--- src/motion_pkg.sv ---
// shared constants, register map and types of the pulse motion command core
// Overview of operation
// RULE1 - host writes mode, count, base, then instruction; the host model start task writes no base
// RULE2 - sync mode waits in standby for sync start
// RULE3 - code 30h stops pulses at once
// RULE4 - code A0h clears completion flag
// RULE5 - code A0h copies remaining count into count
// RULE6 - code 34h freezes speed, no ramping
// RULE7 - code 35h resumes normal ramping
// RULE8 - code 32h starts deceleration while driving
// RULE9 - code 33h cancels commanded deceleration
// RULE10 - code 31h ramps down then stops
// RULE11 - emergency stop halts every axis
// RULE12 - bits 5,6 select counter A/B format
// RULE13 - writing count also loads remaining counter
// RULE14 - two bits select deceleration point mode
// RULE15 - writing decel point loads point counter
// RULE16 - automatic mode clears point counter at start
// RULE17 - pulse rate is 300 times F over ratio
// RULE18 - preset loads A or B within format range
// RULE19 - eight outputs written together
// RULE20 - per-axis status bits reported
// RULE21 - live sensor and driver input levels reported
// RULE22 - servo-on and clear set or cleared per bit
// RULE23 - each axis keeps its own state
package motion_pkg;
  // ----------------------------------------------------------------
  // register byte offsets, axis 2 at AXIS_STRIDE above axis 1
  // ----------------------------------------------------------------
  localparam logic [11:0] OFF_MODE       = 12'h000;
  localparam logic [11:0] OFF_MULT       = 12'h004;
  localparam logic [11:0] OFF_COUNT      = 12'h008;
  localparam logic [11:0] OFF_DECEL      = 12'h00c;
  localparam logic [11:0] OFF_MAXF       = 12'h010;
  localparam logic [11:0] OFF_ACCEL      = 12'h014;
  localparam logic [11:0] OFF_BASE       = 12'h018;
  localparam logic [11:0] OFF_CMD        = 12'h01c;
  localparam logic [11:0] OFF_INIT       = 12'h020;
  localparam logic [11:0] OFF_PRESET_A   = 12'h024;
  localparam logic [11:0] OFF_PRESET_B   = 12'h028;
  localparam logic [11:0] OFF_DRV_BIT    = 12'h02c;
  localparam logic [11:0] OFF_STATUS     = 12'h030;
  localparam logic [11:0] OFF_CNT_A      = 12'h034;
  localparam logic [11:0] OFF_CNT_B      = 12'h038;
  localparam logic [11:0] OFF_CNT_C      = 12'h03c;
  localparam logic [11:0] OFF_CNT_D      = 12'h040;
  localparam logic [11:0] OFF_CNT_F      = 12'h044;
  localparam logic [11:0] AXIS_STRIDE    = 12'h100;
  localparam logic [11:0] OFF_GP_OUT     = 12'h200;
  localparam logic [11:0] OFF_SYNC       = 12'h204;
  localparam logic [11:0] OFF_ESTOP      = 12'h208;
  localparam logic [11:0] OFF_GP_IN      = 12'h20c;
  // ----------------------------------------------------------------
  // field positions
  // ----------------------------------------------------------------
  localparam int MODE_SYNC_BIT   = 0;
  localparam int MODE_INTERP_BIT = 1;
  localparam int MODE_DEC_LO_BIT = 2;
  localparam int MODE_DEC_HI_BIT = 3;
  localparam int INIT_FMT_LO_BIT = 6;
  localparam int INIT_FMT_HI_BIT = 5;
  // ----------------------------------------------------------------
  // instruction codes and deceleration point modes
  // ----------------------------------------------------------------
  localparam logic [7:0] CMD_START      = 8'h10;
  localparam logic [7:0] CMD_HARD_STOP  = 8'h30;
  localparam logic [7:0] CMD_DECEL_STOP = 8'h31;
  localparam logic [7:0] CMD_DECEL      = 8'h32;
  localparam logic [7:0] CMD_DECEL_REL  = 8'h33;
  localparam logic [7:0] CMD_CONST      = 8'h34;
  localparam logic [7:0] CMD_CONST_REL  = 8'h35;
  localparam logic [7:0] CMD_DONE_RST   = 8'ha0;
  localparam logic [1:0] DEC_AUTO       = 2'b00;
  localparam logic [1:0] DEC_OFFSET     = 2'b01;
  localparam logic [1:0] DEC_MANUAL     = 2'b10;
  localparam logic [1:0] DEC_NONE       = 2'b11;
  // ----------------------------------------------------------------
  // reset values and timing
  // ----------------------------------------------------------------
  localparam logic [23:0] MULT_RESET    = 24'h00012c;
  localparam logic [23:0] MAXF_RESET    = 24'h000064;
  localparam logic [23:0] ACCEL_RESET   = 24'h000001;
  localparam logic [31:0] PPS_FACTOR    = 32'h0000012c;
  localparam int          CLK_HZ        = 125000000;
  localparam int          BASE_TICKS    = CLK_HZ / PPS_FACTOR;

  typedef enum logic [3:0] {
    ST_IDLE  = 4'b0001,
    ST_WAIT  = 4'b0010,
    ST_RUN   = 4'b0100,
    ST_RAMPD = 4'b1000
  } axis_state_t;

  // sign or zero extend per counter format, returns clipped value
  function automatic logic [31:0] fmt_value(input logic [1:0] fmt, input logic [31:0] v);
    logic [31:0] r;
    r = v;
    if (fmt == 2'b00) r = {{8{v[23]}}, v[23:0]};
    else if (fmt == 2'b01) r = {8'h00, v[23:0]};
    return r;
  endfunction : fmt_value
endpackage : motion_pkg

--- src/pulse_motion_command_core.sv ---
// two-axis pulse motion command core with apb register access
`timescale 1ns/10ps
module pulse_motion_command_core
  import motion_pkg::*;
(
  input  wire logic        clk,
  input  wire logic        rst,
  input  wire logic        psel,
  input  wire logic        penable,
  input  wire logic        pwrite,
  input  wire logic [11:0] paddr,
  input  wire logic [31:0] pwdata,
  output logic      [31:0] prdata,
  output logic             pready,
  output logic             pslverr,
  input  wire logic [6:0]  sensorIn0,
  input  wire logic [6:0]  sensorIn1,
  input  wire logic [1:0]  driverIn0,
  input  wire logic [1:0]  driverIn1,
  input  wire logic [7:0]  gpIn,
  output logic      [1:0]  stepOut,
  output logic      [1:0]  servoOnOut,
  output logic      [1:0]  devCounterClearOut,
  output logic      [7:0]  gpOut
);
  // ----------------------------------------------------------------
  // state
  // ----------------------------------------------------------------
  typedef struct packed {
    axis_state_t st;
    logic [7:0]  mode;
    logic [7:0]  init;
    logic [23:0] mult;
    logic [23:0] count;
    logic [23:0] decel;
    logic [23:0] maxf;
    logic [23:0] accel;
    logic [23:0] base;
    logic [31:0] cntA;
    logic [31:0] cntB;
    logic [23:0] cntC;
    logic [23:0] cntD;
    logic [23:0] cntF;
    logic        hold;
    logic        slow;
    logic        errFlag;
    logic        doneFlag;
    logic        intFlag;
    logic        servoOn;
    logic        devClr;
  } axis_t;

  typedef struct packed {
    axis_t [1:0] ax;
    logic  [7:0] gp;
    logic [31:0] rdata;
    logic        ready;
    logic        err;
  } core_t;

  core_t s_q, s_d;
  logic [1:0] step;

  genvar g;
  generate
    for (g = 0; g < 2; g++) begin : gen_pg
      pulse_gen u_pg (
        .clk    (clk),
        .rst    (rst),
        .enable (s_q.ax[g].st == ST_RUN || s_q.ax[g].st == ST_RAMPD),
        .freq   (s_q.ax[g].cntF),
        .mult   (s_q.ax[g].mult),
        .step   (step[g])
      );
    end
  endgenerate

  // ----------------------------------------------------------------
  // helpers
  // ----------------------------------------------------------------
  function automatic logic [31:0] status_word(input axis_t a, input logic [6:0] sen,
                                              input logic [1:0] drv);
    logic moving;
    moving = (a.st == ST_RUN) || (a.st == ST_RAMPD);
    // status bits and live inputs [RULE20] [RULE21]
    return {16'h0, drv, sen, a.devClr, a.intFlag, a.doneFlag, a.errFlag,
            moving & (a.slow || a.st == ST_RAMPD) & ~a.hold,
            moving & ~a.slow & ~a.hold & (a.st == ST_RUN) & (a.cntF < a.maxf), moving};
  endfunction : status_word

  // preset allowed only within format range
  function automatic logic preset_ok(input logic [1:0] fmt, input logic [31:0] v);
    logic ok;
    ok = 1'b1;
    if (fmt == 2'b00) ok = (v[31:23] == 9'h000) || (v[31:23] == 9'h1ff);
    else if (fmt == 2'b01) ok = (v[31:24] == 8'h00);
    return ok;
  endfunction : preset_ok

  logic        wrEn;
  logic        rdEn;
  logic        axSel;
  logic [11:0] off;
  logic        hit;
  logic [1:0]  fmt;
  logic [1:0]  decMode;
  logic [23:0] target;
  logic [7:0]  code;
  logic        stopping;

  // ----------------------------------------------------------------
  // next-state logic
  // ----------------------------------------------------------------
  always_comb begin
    s_d = s_q;
    wrEn = psel && penable && pwrite && !s_q.ready;
    rdEn = psel && !penable;
    axSel = paddr[8];
    off = {4'h0, paddr[7:0]};
    hit = 1'b0;
    fmt = 2'b00;
    decMode = 2'b00;
    target = 24'h0;
    code = pwdata[7:0];
    stopping = 1'b0;
    s_d.ready = psel && penable && !s_q.ready;
    s_d.err = 1'b0;

    // per-axis motion progress [RULE23]
    for (int i = 0; i < 2; i++) begin
      decMode = {s_q.ax[i].mode[MODE_DEC_HI_BIT], s_q.ax[i].mode[MODE_DEC_LO_BIT]};
      target = s_q.ax[i].maxf;
      stopping = s_q.ax[i].st == ST_RAMPD;
      if (s_q.ax[i].slow || stopping) target = 24'h000001;
      if (step[i]) begin
        if (s_q.ax[i].cntC != 24'h0) s_d.ax[i].cntC = s_q.ax[i].cntC - 24'h1;
        s_d.ax[i].cntA = s_q.ax[i].cntA + 32'h1;
        if (decMode == DEC_AUTO) s_d.ax[i].cntD = s_q.ax[i].cntD + 24'h1;
        else if (s_q.ax[i].cntD != 24'h0) s_d.ax[i].cntD = s_q.ax[i].cntD - 24'h1;
        if (s_q.ax[i].cntC == 24'h1) begin
          s_d.ax[i].st = ST_IDLE;
          s_d.ax[i].doneFlag = 1'b1;
          s_d.ax[i].intFlag = 1'b1;
          s_d.ax[i].cntF = 24'h0;
        end
      end
      if (s_q.ax[i].st == ST_RUN && decMode != DEC_NONE && decMode != DEC_AUTO &&
          s_q.ax[i].cntC <= s_q.ax[i].cntD)
        target = 24'h000001;
      // frozen speed holds F steady [RULE6]
      if (!s_q.ax[i].hold && s_d.ax[i].st != ST_IDLE && (s_q.ax[i].st == ST_RUN || stopping)) begin
        if (s_q.ax[i].cntF < target) s_d.ax[i].cntF = s_q.ax[i].cntF + 24'h1;
        else if (s_q.ax[i].cntF > target) s_d.ax[i].cntF = s_q.ax[i].cntF - 24'h1;
        else if (stopping) begin
          s_d.ax[i].st = ST_IDLE; // ramp reached floor, stop [RULE10]
          s_d.ax[i].doneFlag = 1'b1;
          s_d.ax[i].cntF = 24'h0;
        end
      end
      s_d.ax[i].cntB = fmt_value({s_q.ax[i].init[INIT_FMT_HI_BIT],
                                  s_q.ax[i].init[INIT_FMT_LO_BIT]}, s_q.ax[i].cntB);
      // both A and B wrap inside their format [RULE12]
      s_d.ax[i].cntA = fmt_value({s_q.ax[i].init[INIT_FMT_HI_BIT],
                                  s_q.ax[i].init[INIT_FMT_LO_BIT]}, s_d.ax[i].cntA);
    end

    // ----------------------------------------------------------------
    // register writes, taken at the access edge
    // ----------------------------------------------------------------
    if (wrEn) begin
      fmt = {s_q.ax[axSel].init[INIT_FMT_HI_BIT], s_q.ax[axSel].init[INIT_FMT_LO_BIT]};
      if (paddr[9]) begin
        hit = 1'b1;
        if (paddr[7:0] == OFF_GP_OUT[7:0]) s_d.gp = pwdata[7:0]; // [RULE19]
        else if (paddr[7:0] == OFF_SYNC[7:0]) begin
          for (int i = 0; i < 2; i++)
            if (s_q.ax[i].st == ST_WAIT) s_d.ax[i].st = ST_RUN; // [RULE2]
        end else if (paddr[7:0] == OFF_ESTOP[7:0]) begin
          for (int i = 0; i < 2; i++) begin
            s_d.ax[i].st = ST_IDLE; // all axes at once [RULE11]
            s_d.ax[i].cntF = 24'h0;
            s_d.ax[i].errFlag = 1'b1;
          end
        end else if (paddr[7:0] == OFF_GP_IN[7:0]) hit = 1'b1;
        else hit = 1'b0;
      end else begin
        hit = 1'b1;
        if (off == OFF_MODE) s_d.ax[axSel].mode = pwdata[7:0];
        else if (off == OFF_MULT) s_d.ax[axSel].mult = pwdata[23:0];
        else if (off == OFF_COUNT) begin
          s_d.ax[axSel].count = pwdata[23:0];
          s_d.ax[axSel].cntC = pwdata[23:0]; // [RULE13]
        end else if (off == OFF_DECEL) begin
          s_d.ax[axSel].decel = pwdata[23:0];
          s_d.ax[axSel].cntD = pwdata[23:0]; // [RULE15]
        end else if (off == OFF_MAXF) s_d.ax[axSel].maxf = pwdata[23:0];
        else if (off == OFF_ACCEL) s_d.ax[axSel].accel = pwdata[23:0];
        else if (off == OFF_BASE) s_d.ax[axSel].base = pwdata[23:0];
        else if (off == OFF_INIT) s_d.ax[axSel].init = pwdata[7:0];
        else if (off == OFF_PRESET_A) begin
          if (preset_ok(fmt, pwdata)) s_d.ax[axSel].cntA = fmt_value(fmt, pwdata); // [RULE18]
          else s_d.err = 1'b1;
        end else if (off == OFF_PRESET_B) begin
          if (preset_ok(fmt, pwdata)) s_d.ax[axSel].cntB = fmt_value(fmt, pwdata); // [RULE18]
          else s_d.err = 1'b1;
        end else if (off == OFF_DRV_BIT) begin
          // bit0 set/clear servo-on, bit1 selects clear output [RULE22]
          if (pwdata[1]) s_d.ax[axSel].devClr = pwdata[0];
          else s_d.ax[axSel].servoOn = pwdata[0];
        end else if (off == OFF_CMD) begin
          // instruction acts on the addressed axis only [RULE23]
          if (code == CMD_START && s_q.ax[axSel].st == ST_IDLE) begin
            // mode and count already written by the host [RULE1]
            s_d.ax[axSel].st = s_q.ax[axSel].mode[MODE_SYNC_BIT] ? ST_WAIT : ST_RUN; // [RULE2]
            s_d.ax[axSel].hold = 1'b0;
            s_d.ax[axSel].slow = 1'b0;
            s_d.ax[axSel].doneFlag = 1'b0;
            if ({s_q.ax[axSel].mode[MODE_DEC_HI_BIT], s_q.ax[axSel].mode[MODE_DEC_LO_BIT]}
                == DEC_AUTO)
              s_d.ax[axSel].cntD = 24'h0; // [RULE16] [RULE14]
          end else if (code == CMD_HARD_STOP) begin
            s_d.ax[axSel].st = ST_IDLE; // no ramp [RULE3]
            s_d.ax[axSel].cntF = 24'h0;
            s_d.ax[axSel].doneFlag = 1'b1;
          end else if (code == CMD_DECEL_STOP) begin
            if (s_q.ax[axSel].st != ST_IDLE) s_d.ax[axSel].st = ST_RAMPD; // [RULE10]
          end else if (code == CMD_DECEL) s_d.ax[axSel].slow = 1'b1; // [RULE8]
          else if (code == CMD_DECEL_REL) s_d.ax[axSel].slow = 1'b0; // [RULE9]
          else if (code == CMD_CONST) s_d.ax[axSel].hold = 1'b1; // [RULE6]
          else if (code == CMD_CONST_REL) s_d.ax[axSel].hold = 1'b0; // [RULE7]
          else if (code == CMD_DONE_RST) begin
            s_d.ax[axSel].doneFlag = s_d.ax[axSel].doneFlag & ~s_q.ax[axSel].doneFlag; // [RULE4]
            s_d.ax[axSel].intFlag = s_d.ax[axSel].intFlag & ~s_q.ax[axSel].intFlag;
            s_d.ax[axSel].errFlag = 1'b0;
            s_d.ax[axSel].count = s_q.ax[axSel].cntC; // [RULE5]
          end else s_d.err = 1'b1;
        end else hit = 1'b0;
      end
      if (!hit) s_d.err = 1'b1;
    end

    // ----------------------------------------------------------------
    // read data captured in setup so it is steady in access
    // ----------------------------------------------------------------
    if (rdEn) begin
      s_d.rdata = 32'h0;
      if (paddr[9]) begin
        if (paddr[7:0] == OFF_GP_OUT[7:0]) s_d.rdata = {24'h0, s_q.gp};
        else if (paddr[7:0] == OFF_GP_IN[7:0]) s_d.rdata = {24'h0, gpIn};
      end else if (off == OFF_MODE) s_d.rdata = {24'h0, s_q.ax[axSel].mode};
      else if (off == OFF_MULT) s_d.rdata = {8'h0, s_q.ax[axSel].mult};
      else if (off == OFF_COUNT) s_d.rdata = {8'h0, s_q.ax[axSel].count};
      else if (off == OFF_DECEL) s_d.rdata = {8'h0, s_q.ax[axSel].decel};
      else if (off == OFF_MAXF) s_d.rdata = {8'h0, s_q.ax[axSel].maxf};
      else if (off == OFF_ACCEL) s_d.rdata = {8'h0, s_q.ax[axSel].accel};
      else if (off == OFF_BASE) s_d.rdata = {8'h0, s_q.ax[axSel].base};
      else if (off == OFF_INIT) s_d.rdata = {24'h0, s_q.ax[axSel].init};
      else if (off == OFF_DRV_BIT)
        s_d.rdata = {30'h0, s_q.ax[axSel].devClr, s_q.ax[axSel].servoOn};
      else if (off == OFF_STATUS)
        s_d.rdata = axSel ? status_word(s_q.ax[1], sensorIn1, driverIn1)
                          : status_word(s_q.ax[0], sensorIn0, driverIn0);
      else if (off == OFF_CNT_A) s_d.rdata = s_q.ax[axSel].cntA;
      else if (off == OFF_CNT_B) s_d.rdata = s_q.ax[axSel].cntB;
      else if (off == OFF_CNT_C) s_d.rdata = {8'h0, s_q.ax[axSel].cntC};
      else if (off == OFF_CNT_D) s_d.rdata = {8'h0, s_q.ax[axSel].cntD};
      else if (off == OFF_CNT_F) s_d.rdata = {8'h0, s_q.ax[axSel].cntF};
    end
  end

  // ----------------------------------------------------------------
  // registers
  // ----------------------------------------------------------------
  always_ff @(posedge clk or posedge rst) begin
    if (rst) begin
      s_q <= '0;
      s_q.ax[0].st <= ST_IDLE;
      s_q.ax[1].st <= ST_IDLE;
      s_q.ax[0].mult <= MULT_RESET;
      s_q.ax[1].mult <= MULT_RESET;
      s_q.ax[0].maxf <= MAXF_RESET;
      s_q.ax[1].maxf <= MAXF_RESET;
      s_q.ax[0].accel <= ACCEL_RESET;
      s_q.ax[1].accel <= ACCEL_RESET;
    end else begin
      s_q <= s_d;
    end
  end

  // outputs, each from a flip-flop of the state or the pulse generator
  assign prdata             = s_q.rdata;
  assign pready             = s_q.ready;
  assign pslverr            = s_q.err;
  assign stepOut            = step;
  assign servoOnOut         = {s_q.ax[1].servoOn, s_q.ax[0].servoOn};
  assign devCounterClearOut = {s_q.ax[1].devClr, s_q.ax[0].devClr};
  assign gpOut              = s_q.gp;
endmodule : pulse_motion_command_core

--- src/pulse_gen.sv ---
// phase accumulator producing the step pulse train
`timescale 1ns/10ps
module pulse_gen
  import motion_pkg::*;
(
  input  wire logic        clk,
  input  wire logic        rst,
  input  wire logic        enable,
  input  wire logic [23:0] freq,
  input  wire logic [23:0] mult,
  output logic             step
);
  typedef struct packed {
    logic [39:0] acc;
    logic        step;
  } pg_state_t;
  pg_state_t s_q, s_d;
  logic [39:0] limit;

  // rate = 300 * F / ratio [RULE17]
  always_comb begin
    limit = {16'h0000, mult} * 40'(BASE_TICKS);
    s_d = s_q;
    s_d.step = 1'b0;
    if (!enable || mult == 24'h000000) begin
      s_d.acc = 40'h0;
    end else if (s_q.acc + 40'(freq) >= limit) begin
      s_d.acc  = s_q.acc + 40'(freq) - limit;
      s_d.step = 1'b1;
    end else begin
      s_d.acc = s_q.acc + 40'(freq);
    end
  end

  always_ff @(posedge clk or posedge rst) begin
    if (rst) s_q <= '0;
    else s_q <= s_d;
  end
  assign step = s_q.step;
endmodule : pulse_gen

--- config.mk ---
export PLATFORM = sky130hd
export DESIGN_NAME = pulse_motion_command_core
export DESIGN_NICKNAME = d
export VERILOG_FILES = /design/src/motion_pkg.sv /design/src/pulse_motion_command_core.sv /design/src/pulse_gen.sv
export SDC_FILE = /design/constraint.sdc
export NUM_CORES = 2
export LEC_CHECK = 0
export BUFFER_PORTS_ARGS = -buffer_cell sky130_fd_sc_hd__buf_2
export CORE_MARGIN = 8
export CORE_UTILIZATION = 45
export CTS_CLUSTER_SIZE = 16
export DETAILED_ROUTE_END_ITERATION = 10
export PLACE_DENSITY_LB_ADDON = 0.3
export SLEW_MARGIN = 10
export SYNTH_ARGS = -nofsm -noshare
export SYNTH_HDL_FRONTEND = slang
export SYNTH_SLANG_ARGS = --single-unit
--- constraint.sdc ---
create_clock -name clk -period 51.5 [get_ports clk]
set_clock_uncertainty 0.15 [all_clocks]
set_input_delay 7.725 -clock clk [delete_from_list [all_inputs] [get_ports clk]]
set_output_delay 7.725 -clock clk [all_outputs]
set_load 0.03 [all_outputs]
# --- Word level (Yosys, flattened, before mapping) ---
# Cells that the tools add are included.
word_totals:
  reg_bits: 738
  input_bits: 75
  output_inout_bits: 48
  word_cells: 517
classes:
  addsub: 16
  n_mul: 2
  n_lt_le_gt_ge: 12
  eq_ne: 49
  mux: 315
  n_bitwise: 21
  reduce_logical: 52
ops:
  columns: ["operator", "count"]
  rows:
  - ["$bwmux W614", 31]
  - ["$mux W614", 25]
  - ["$demux W307 S1", 21]
  - ["$mux W32", 50]
  - ["$mux W307", 3]
  - ["$mux W24", 31]
  - ["$mux W622", 1]
  - ["$mux W272", 2]
  - ["$mux W303", 1]
  - ["$mux W295", 1]
  - ["$mux W287", 1]
  - ["$mux W263", 1]
  - ["$mux W239", 1]
  - ["$mux W215", 1]
  - ["$mux W191", 1]
  - ["$mux W167", 1]
  - ["$mux W40", 4]
  - ["$mux W72", 2]
  - ["$sub A24 B1 Y24 const B", 6]
  - ["$mux W143", 1]
  - ["$eq A8 B6 Y1 const B", 14]
  - ["$mux W111", 1]
  - ["$mux W4", 27]
  - ["$add A24 B1 Y24 const B", 4]
  - ["other kinds (55)", 236]

# --- Logic depth before layout (Yosys ltp) ---
depth:
  word_depth: 44
  depth_mapped: 35
  mapped_depth_nobuf: 34

# --- Hierarchy ---
# Synthesis repeated with hierarchy kept, for this count alone.
hier_totals:
  hier_cells: 7939
  area_unflattened_um2: 69872.0
by_module_without_submodules:
  columns: ["mod", "n_inst", "cells_per_inst", "area_per_inst_um2", "seq_area_each_um2"]
  rows:
  - ["pulse_motion_command_core", 1, 4867, 42503.3, 16438.3]
  - ["pulse_gen at gen_pg[0].u_pg", 1, 1554, 13867.0, 1026.0]
  - ["pulse_gen at gen_pg[1].u_pg", 1, 1518, 13501.7, 1026.0]

# --- Worst setup path after synthesis ---
# No wires, ideal clock.
synth_timing:
  path_type: "input -> register"
  from: "input paddr[7]"
  to: "register s_q[219] (netlist name)"
  setup_ns: 0.125
  arrival_time_ns: 10.616
  setup_slack_ns: 40.609
  path_stages: 14
  path_buffers: 4
  cell_sequence: "clkbuf_1 -> or4b_1 -> clkbuf_2 -> nor2_4 -> o31ai_1 -> a41oi_2 -> o22ai_2 -> a2111oi_4 -> and2b_4 -> nand4_4 -> a21o_1 -> buf_6 -> buf_6 -> mux2_4"
synth_via:
  elab_chain_cells: 12
  elab_cells_between_ends: 29
  classes_between: "eq/ne: 14; mux: 11; reduce/logical: 4"
synth_rtl:
  columns: ["item", "line_no", "text"]
  rows:
  - ["start: declaration", "pulse_motion_command_core.sv:11", "input wire logic [11:0] paddr,"]
  - ["$eq A8 B6 Y1", "pulse_motion_command_core.sv:206", "end else if (off == OFF_DRV_BIT) begin"]
  - ["$mux W614", "pulse_motion_command_core.sv:206", null]
  - ["$mux W614", "pulse_motion_command_core.sv:203", "end else if (off == OFF_PRESET_B) begin"]
  - ["$mux W614", "pulse_motion_command_core.sv:200", "else if (off == OFF_PRESET_A) begin"]
  - ["$mux W614", "pulse_motion_command_core.sv:199", "else if (off == OFF_INIT) s_d.ax[axSel].init = pwdata[7:0];"]
  - ["$mux W614", "pulse_motion_command_core.sv:198", "else if (off == OFF_BASE) s_d.ax[axSel].base = pwdata[23:0];"]
  - ["$mux W614", "pulse_motion_command_core.sv:197", "else if (off == OFF_ACCEL) s_d.ax[axSel].accel = pwdata[23:0];"]
  - ["$mux W614", "pulse_motion_command_core.sv:196", "end else if (off == OFF_MAXF) s_d.ax[axSel].maxf = pwdata[23:0];"]
  - ["$mux W614", "pulse_motion_command_core.sv:193", "end else if (off == OFF_DECEL) begin"]
  - ["$mux W614", "pulse_motion_command_core.sv:190", "else if (off == OFF_COUNT) begin"]
  - ["$mux W614", "pulse_motion_command_core.sv:189", "else if (off == OFF_MULT) s_d.ax[axSel].mult = pwdata[23:0];"]
  - ["$mux W614", "pulse_motion_command_core.sv:188", "if (off == OFF_MODE) s_d.ax[axSel].mode = pwdata[7:0];"]
  - ["end: declaration", "pulse_motion_command_core.sv:61", "core_t s_q, s_d;"]
# Parallel ways exist; a longest one is shown, timed or not.
# A chain may end at the register's enable or synchronous reset.

==> impl_metrics.prom <==
# TYPE chip_impl_metric gauge
chip_impl_metric{name="rows",unit=""} 142
chip_impl_metric{name="die-area",unit="um^2"} 164000
chip_impl_metric{name="worstSkewPairLatency",unit="ns"} 0.75
chip_impl_metric{name="clkTransAtPathRegs",unit="ns"} 0.06
chip_impl_info{name="synth_flop_cell",value="sky130_fd_sc_hd__dfrtp_1"} 1
chip_impl_metric{name="initial_utilization",unit="%"} 45.4
chip_impl_metric{name="post_synthesis_cell_area",unit="um^2"} 68100
chip_impl_info{name="synth_most_common_cell",value="sky130_fd_sc_hd__nand2_1"} 1
chip_impl_metric{name="ctsResizeCount",unit=""} 0
chip_impl_metric{name="post_synth_edffs",unit=""} 0
chip_impl_info{name="path_class",value="input pin to register"} 1
chip_impl_metric{name="postRouteWirelength",unit="mm"} 260
chip_impl_metric{name="setup_viol_count_final",unit=""} 0
chip_impl_info{name="yosys-top-cells-count",value="sky130_fd_sc_hd__nand2_1, sky130_fd_sc_hd__inv_1, sky130_fd_sc_hd__dfrtp_1"} 1
chip_impl_metric{name="place_hpwl",unit="mm"} 193
chip_impl_info{name="status",value="finished clean"} 1
chip_impl_metric{name="finalWeightedCongestion",unit=""} 1.08
chip_impl_metric{name="layout.core_utilization",unit="%"} 49.2
chip_impl_metric{name="crit_arrival",unit="ns"} 12.20
chip_impl_metric{name="synth.ff_latch_count",unit=""} 738
chip_impl_info{name="tritoncts",value="yes"} 1
chip_impl_metric{name="floorplan.io_pins",unit=""} 123
chip_impl_info{name="crit_start",value="paddr[2]"} 1
chip_impl_info{name="clockRootBuffer",value="sky130_fd_sc_hd__clkbuf_16"} 1
chip_impl_info{name="synth_top_area_cell",value="sky130_fd_sc_hd__dfrtp_1"} 1
chip_impl_metric{name="max_freq",unit="GHz"} 0.0852
chip_impl_metric{name="worst_r2r_path_depth",unit=""} 32
chip_impl_metric{name="firstDrtPassIters",unit=""} 10
chip_impl_metric{name="synth_sequential_area_ratio",unit="%"} 27.2
chip_impl_metric{name="die-width",unit="um"} 405
chip_impl_metric{name="fin_crit",unit="ns"} 11.73
chip_impl_metric{name="globalRouteTotalUtil",unit="%"} 30.8
chip_impl_metric{name="fin_hold_ws",unit="ns"} 0.299
chip_impl_metric{name="fill_cells",unit=""} 14200
chip_impl_metric{name="final-seq-area",unit="um^2"} 18500
chip_impl_metric{name="dpl_cell_area",unit="um^2"} 70700
chip_impl_metric{name="detailroute.via_count",unit=""} 61300
chip_impl_metric{name="port_buffers",unit=""} 120
chip_impl_info{name="setup_repair_after_global_routing_missed_its_margin",value="no"} 1
chip_impl_metric{name="worst_slew_margin_rel",unit="%"} 7.76
chip_impl_metric{name="net_count_of_the_mapped_netlist",unit=""} 8850
chip_impl_metric{name="gr-total-overflow",unit=""} 0
chip_impl_metric{name="cts.htree.levels",unit=""} 3
chip_impl_info{name="setup_crit_end",value="s_q[363]"} 1
chip_impl_info{name="type_of_origin_of_the_critical_path",value="input pin"} 1
chip_impl_metric{name="grt_start_max_net_pins",unit=""} 143
chip_impl_info{name="r2r-end",value="gen_pg[0].u_pg.s_q[40]"} 1
chip_impl_metric{name="report.final.hold_viol_count",unit=""} 0
chip_impl_metric{name="syn_to_final_growth",unit="%"} 8.27
chip_impl_metric{name="cts_sinks",unit=""} 738
chip_impl_info{name="setup.worst_path.end_class",value="register"} 1
chip_impl_metric{name="detail-route-antenna-nets",unit=""} 0
chip_impl_metric{name="cts.repair_timing.setup_buffer_count",unit=""} 0
chip_impl_metric{name="clk_path_buf_depth",unit=""} 3
chip_impl_metric{name="pins_over_slew_limit",unit=""} 0
chip_impl_metric{name="path_max_fanout",unit=""} 47
chip_impl_info{name="timing.rr.start",value="s_q[306]"} 1
chip_impl_metric{name="layout-drive-gt1-share",unit="%"} 7.96
chip_impl_metric{name="vias_cell",unit=""} 6.27
chip_impl_metric{name="post_synth.cell_area_avg",unit="um^2"} 8.79
chip_impl_metric{name="ys_warn_count",unit=""} 0
chip_impl_metric{name="antenna_found_initial",unit=""} 24
chip_impl_metric{name="postSynthCellCount",unit=""} 7741
chip_impl_info{name="min-delay-path-class",value="register to register"} 1
chip_impl_metric{name="setup_total_negative_slack",unit="ns"} 0
chip_impl_metric{name="finish.instance_area",unit="um^2"} 73700
chip_impl_metric{name="grt_first_pass_wirelength",unit="mm"} 384
chip_impl_metric{name="min_period_over_period",unit="%"} 22.8
chip_impl_metric{name="worst_ep_required_time",unit="ns"} 51.97
chip_impl_metric{name="route.detailed.drc",unit=""} 0
chip_impl_metric{name="synthDominantCellAreaShare",unit="%"} 26.5
chip_impl_metric{name="tightestPinTransition",unit="ns"} 1.38
chip_impl_metric{name="synth-async-reset-ratio",unit="%"} 100
chip_impl_metric{name="first_global_vias",unit=""} 59200
chip_impl_metric{name="avgRoutedWirePerCell",unit="um"} 26.6
chip_impl_metric{name="die_height",unit="um"} 405
chip_impl_metric{name="rrSetupSlack",unit="ns"} 41.25
chip_impl_metric{name="synth.lib_cells_used.distinct",unit=""} 103
chip_impl_metric{name="timing.max_cap.violations",unit=""} 0
chip_impl_metric{name="core-area",unit="um^2"} 150000
chip_impl_metric{name="cts_inserted_buffers",unit=""} 85
chip_impl_info{name="leading_post_synthesis_cells_by_cell_area",value="sky130_fd_sc_hd__dfrtp_1, sky130_fd_sc_hd__ha_1, sky130_fd_sc_hd__fa_1"} 1
chip_impl_metric{name="quantity_of_hold_fixing_buffers_added_after_cts",unit=""} 0
chip_impl_metric{name="initialDrtViolationCount",unit=""} 7903
chip_impl_metric{name="multi_input_comb_area",unit="um^2"} 45000
chip_impl_metric{name="num-nets-final",unit=""} 8786
## state kept, by name, summed over array words and instances (netlist names), 2 cells and up
name,cells
servoOnOut,2
gen_pg.u_pg.step,2
s_q,608
gpOut,8
decMode,2
prdata,32
gen_pg.u_pg.s_q,80
devCounterClearOut,2
## area by class of cell
cell class | instances | area share, %
multi-input combinational | 5807 | 61.1
tap | 2016 | 3.42
inverter | 779 | 3.98
clock buffer | 123 | 3.39
sequential | 738 | 25.1
antenna | 13 | 0.0441
timing repair buffer | 266 | 2.35
clock inverter | 34 | 0.654
## per-stage QoR
| stage | setup WS, ns | cells |
|---|---|---|
| 2_1_floorplan | 22.95 | 7741 |
| 3_3_place_gp | 39.37 | 9606 |
| 3_5_place_dp | 39.36 | 9606 |
| 4_1_cts | 40.08 | 9763 |
| 5_1_grt | 39.76 | 9765 |
| 6_report | 39.77 | 9776 |
## worst max-delay path: stages
cell and delay (ns):
sky130_fd_sc_hd__buf_2 0.15, sky130_fd_sc_hd__buf_4 0.68, sky130_fd_sc_hd__nand3b_1 0.55, sky130_fd_sc_hd__nor2_2 0.08, sky130_fd_sc_hd__buf_4 0.29, sky130_fd_sc_hd__nand2_1 0.15, sky130_fd_sc_hd__o31ai_1 0.08, sky130_fd_sc_hd__nand2_1 0.59
sky130_fd_sc_hd__nand2_1 0.42, sky130_fd_sc_hd__a31oi_1 0.92, sky130_fd_sc_hd__o21ai_0 0.23, sky130_fd_sc_hd__a211oi_1 0.29
## how the worst min path moves through the flow
stage                   from        to  slack (ns)  cells past startpoint
floorplan           s_q[193]  s_q[193]        0.29                      2
global placement      pready    pready        0.29                      1
detailed placement    pready    pready        0.29                      1
CTS                   pready    pready        0.31                      1
global route          pready    pready        0.32                      1
finish                pready    pready        0.30                      1
## routing by layer
metal,up-vias,routed length [um],track usage [%]
li1,27000,-,-
met1,29900,103000,40.6
met2,3551,106000,43.7
met3,880,32500,10.5
met4,24,18600,17.6
met5,-,552,1.81
## cell families after synthesis
group,count (synthesis),synth area share (%)
XOR/XNOR,370,4.76
multiplexers,286,4.69
adder cells (fa/ha/maj),1034,23.1
flip-flops,738,27.2
AND/OR/NAND/NOR,2132,14.6
buffers and inverters,1196,6.93
AO/OA/AOI/OAI,1985,18.7
## cell usage in the layout (no fill, tap or decap), drive strengths merged, types with 91 or more instances in the layout
master / instances
ha: 662
fa: 372
xnor2: 236
a21oi: 487
xor2: 134
inv: 783
o21ai: 546
clkbuf: 123
dfrtp: 720
nor2: 509
nand4: 91
nand2: 787
nand3: 151
a21o: 115
nor3: 159
buf: 266
mux2i: 186
Power is not shown: default switching activity piles up to over one toggle a cycle in this logic, so the estimate is an artifact.
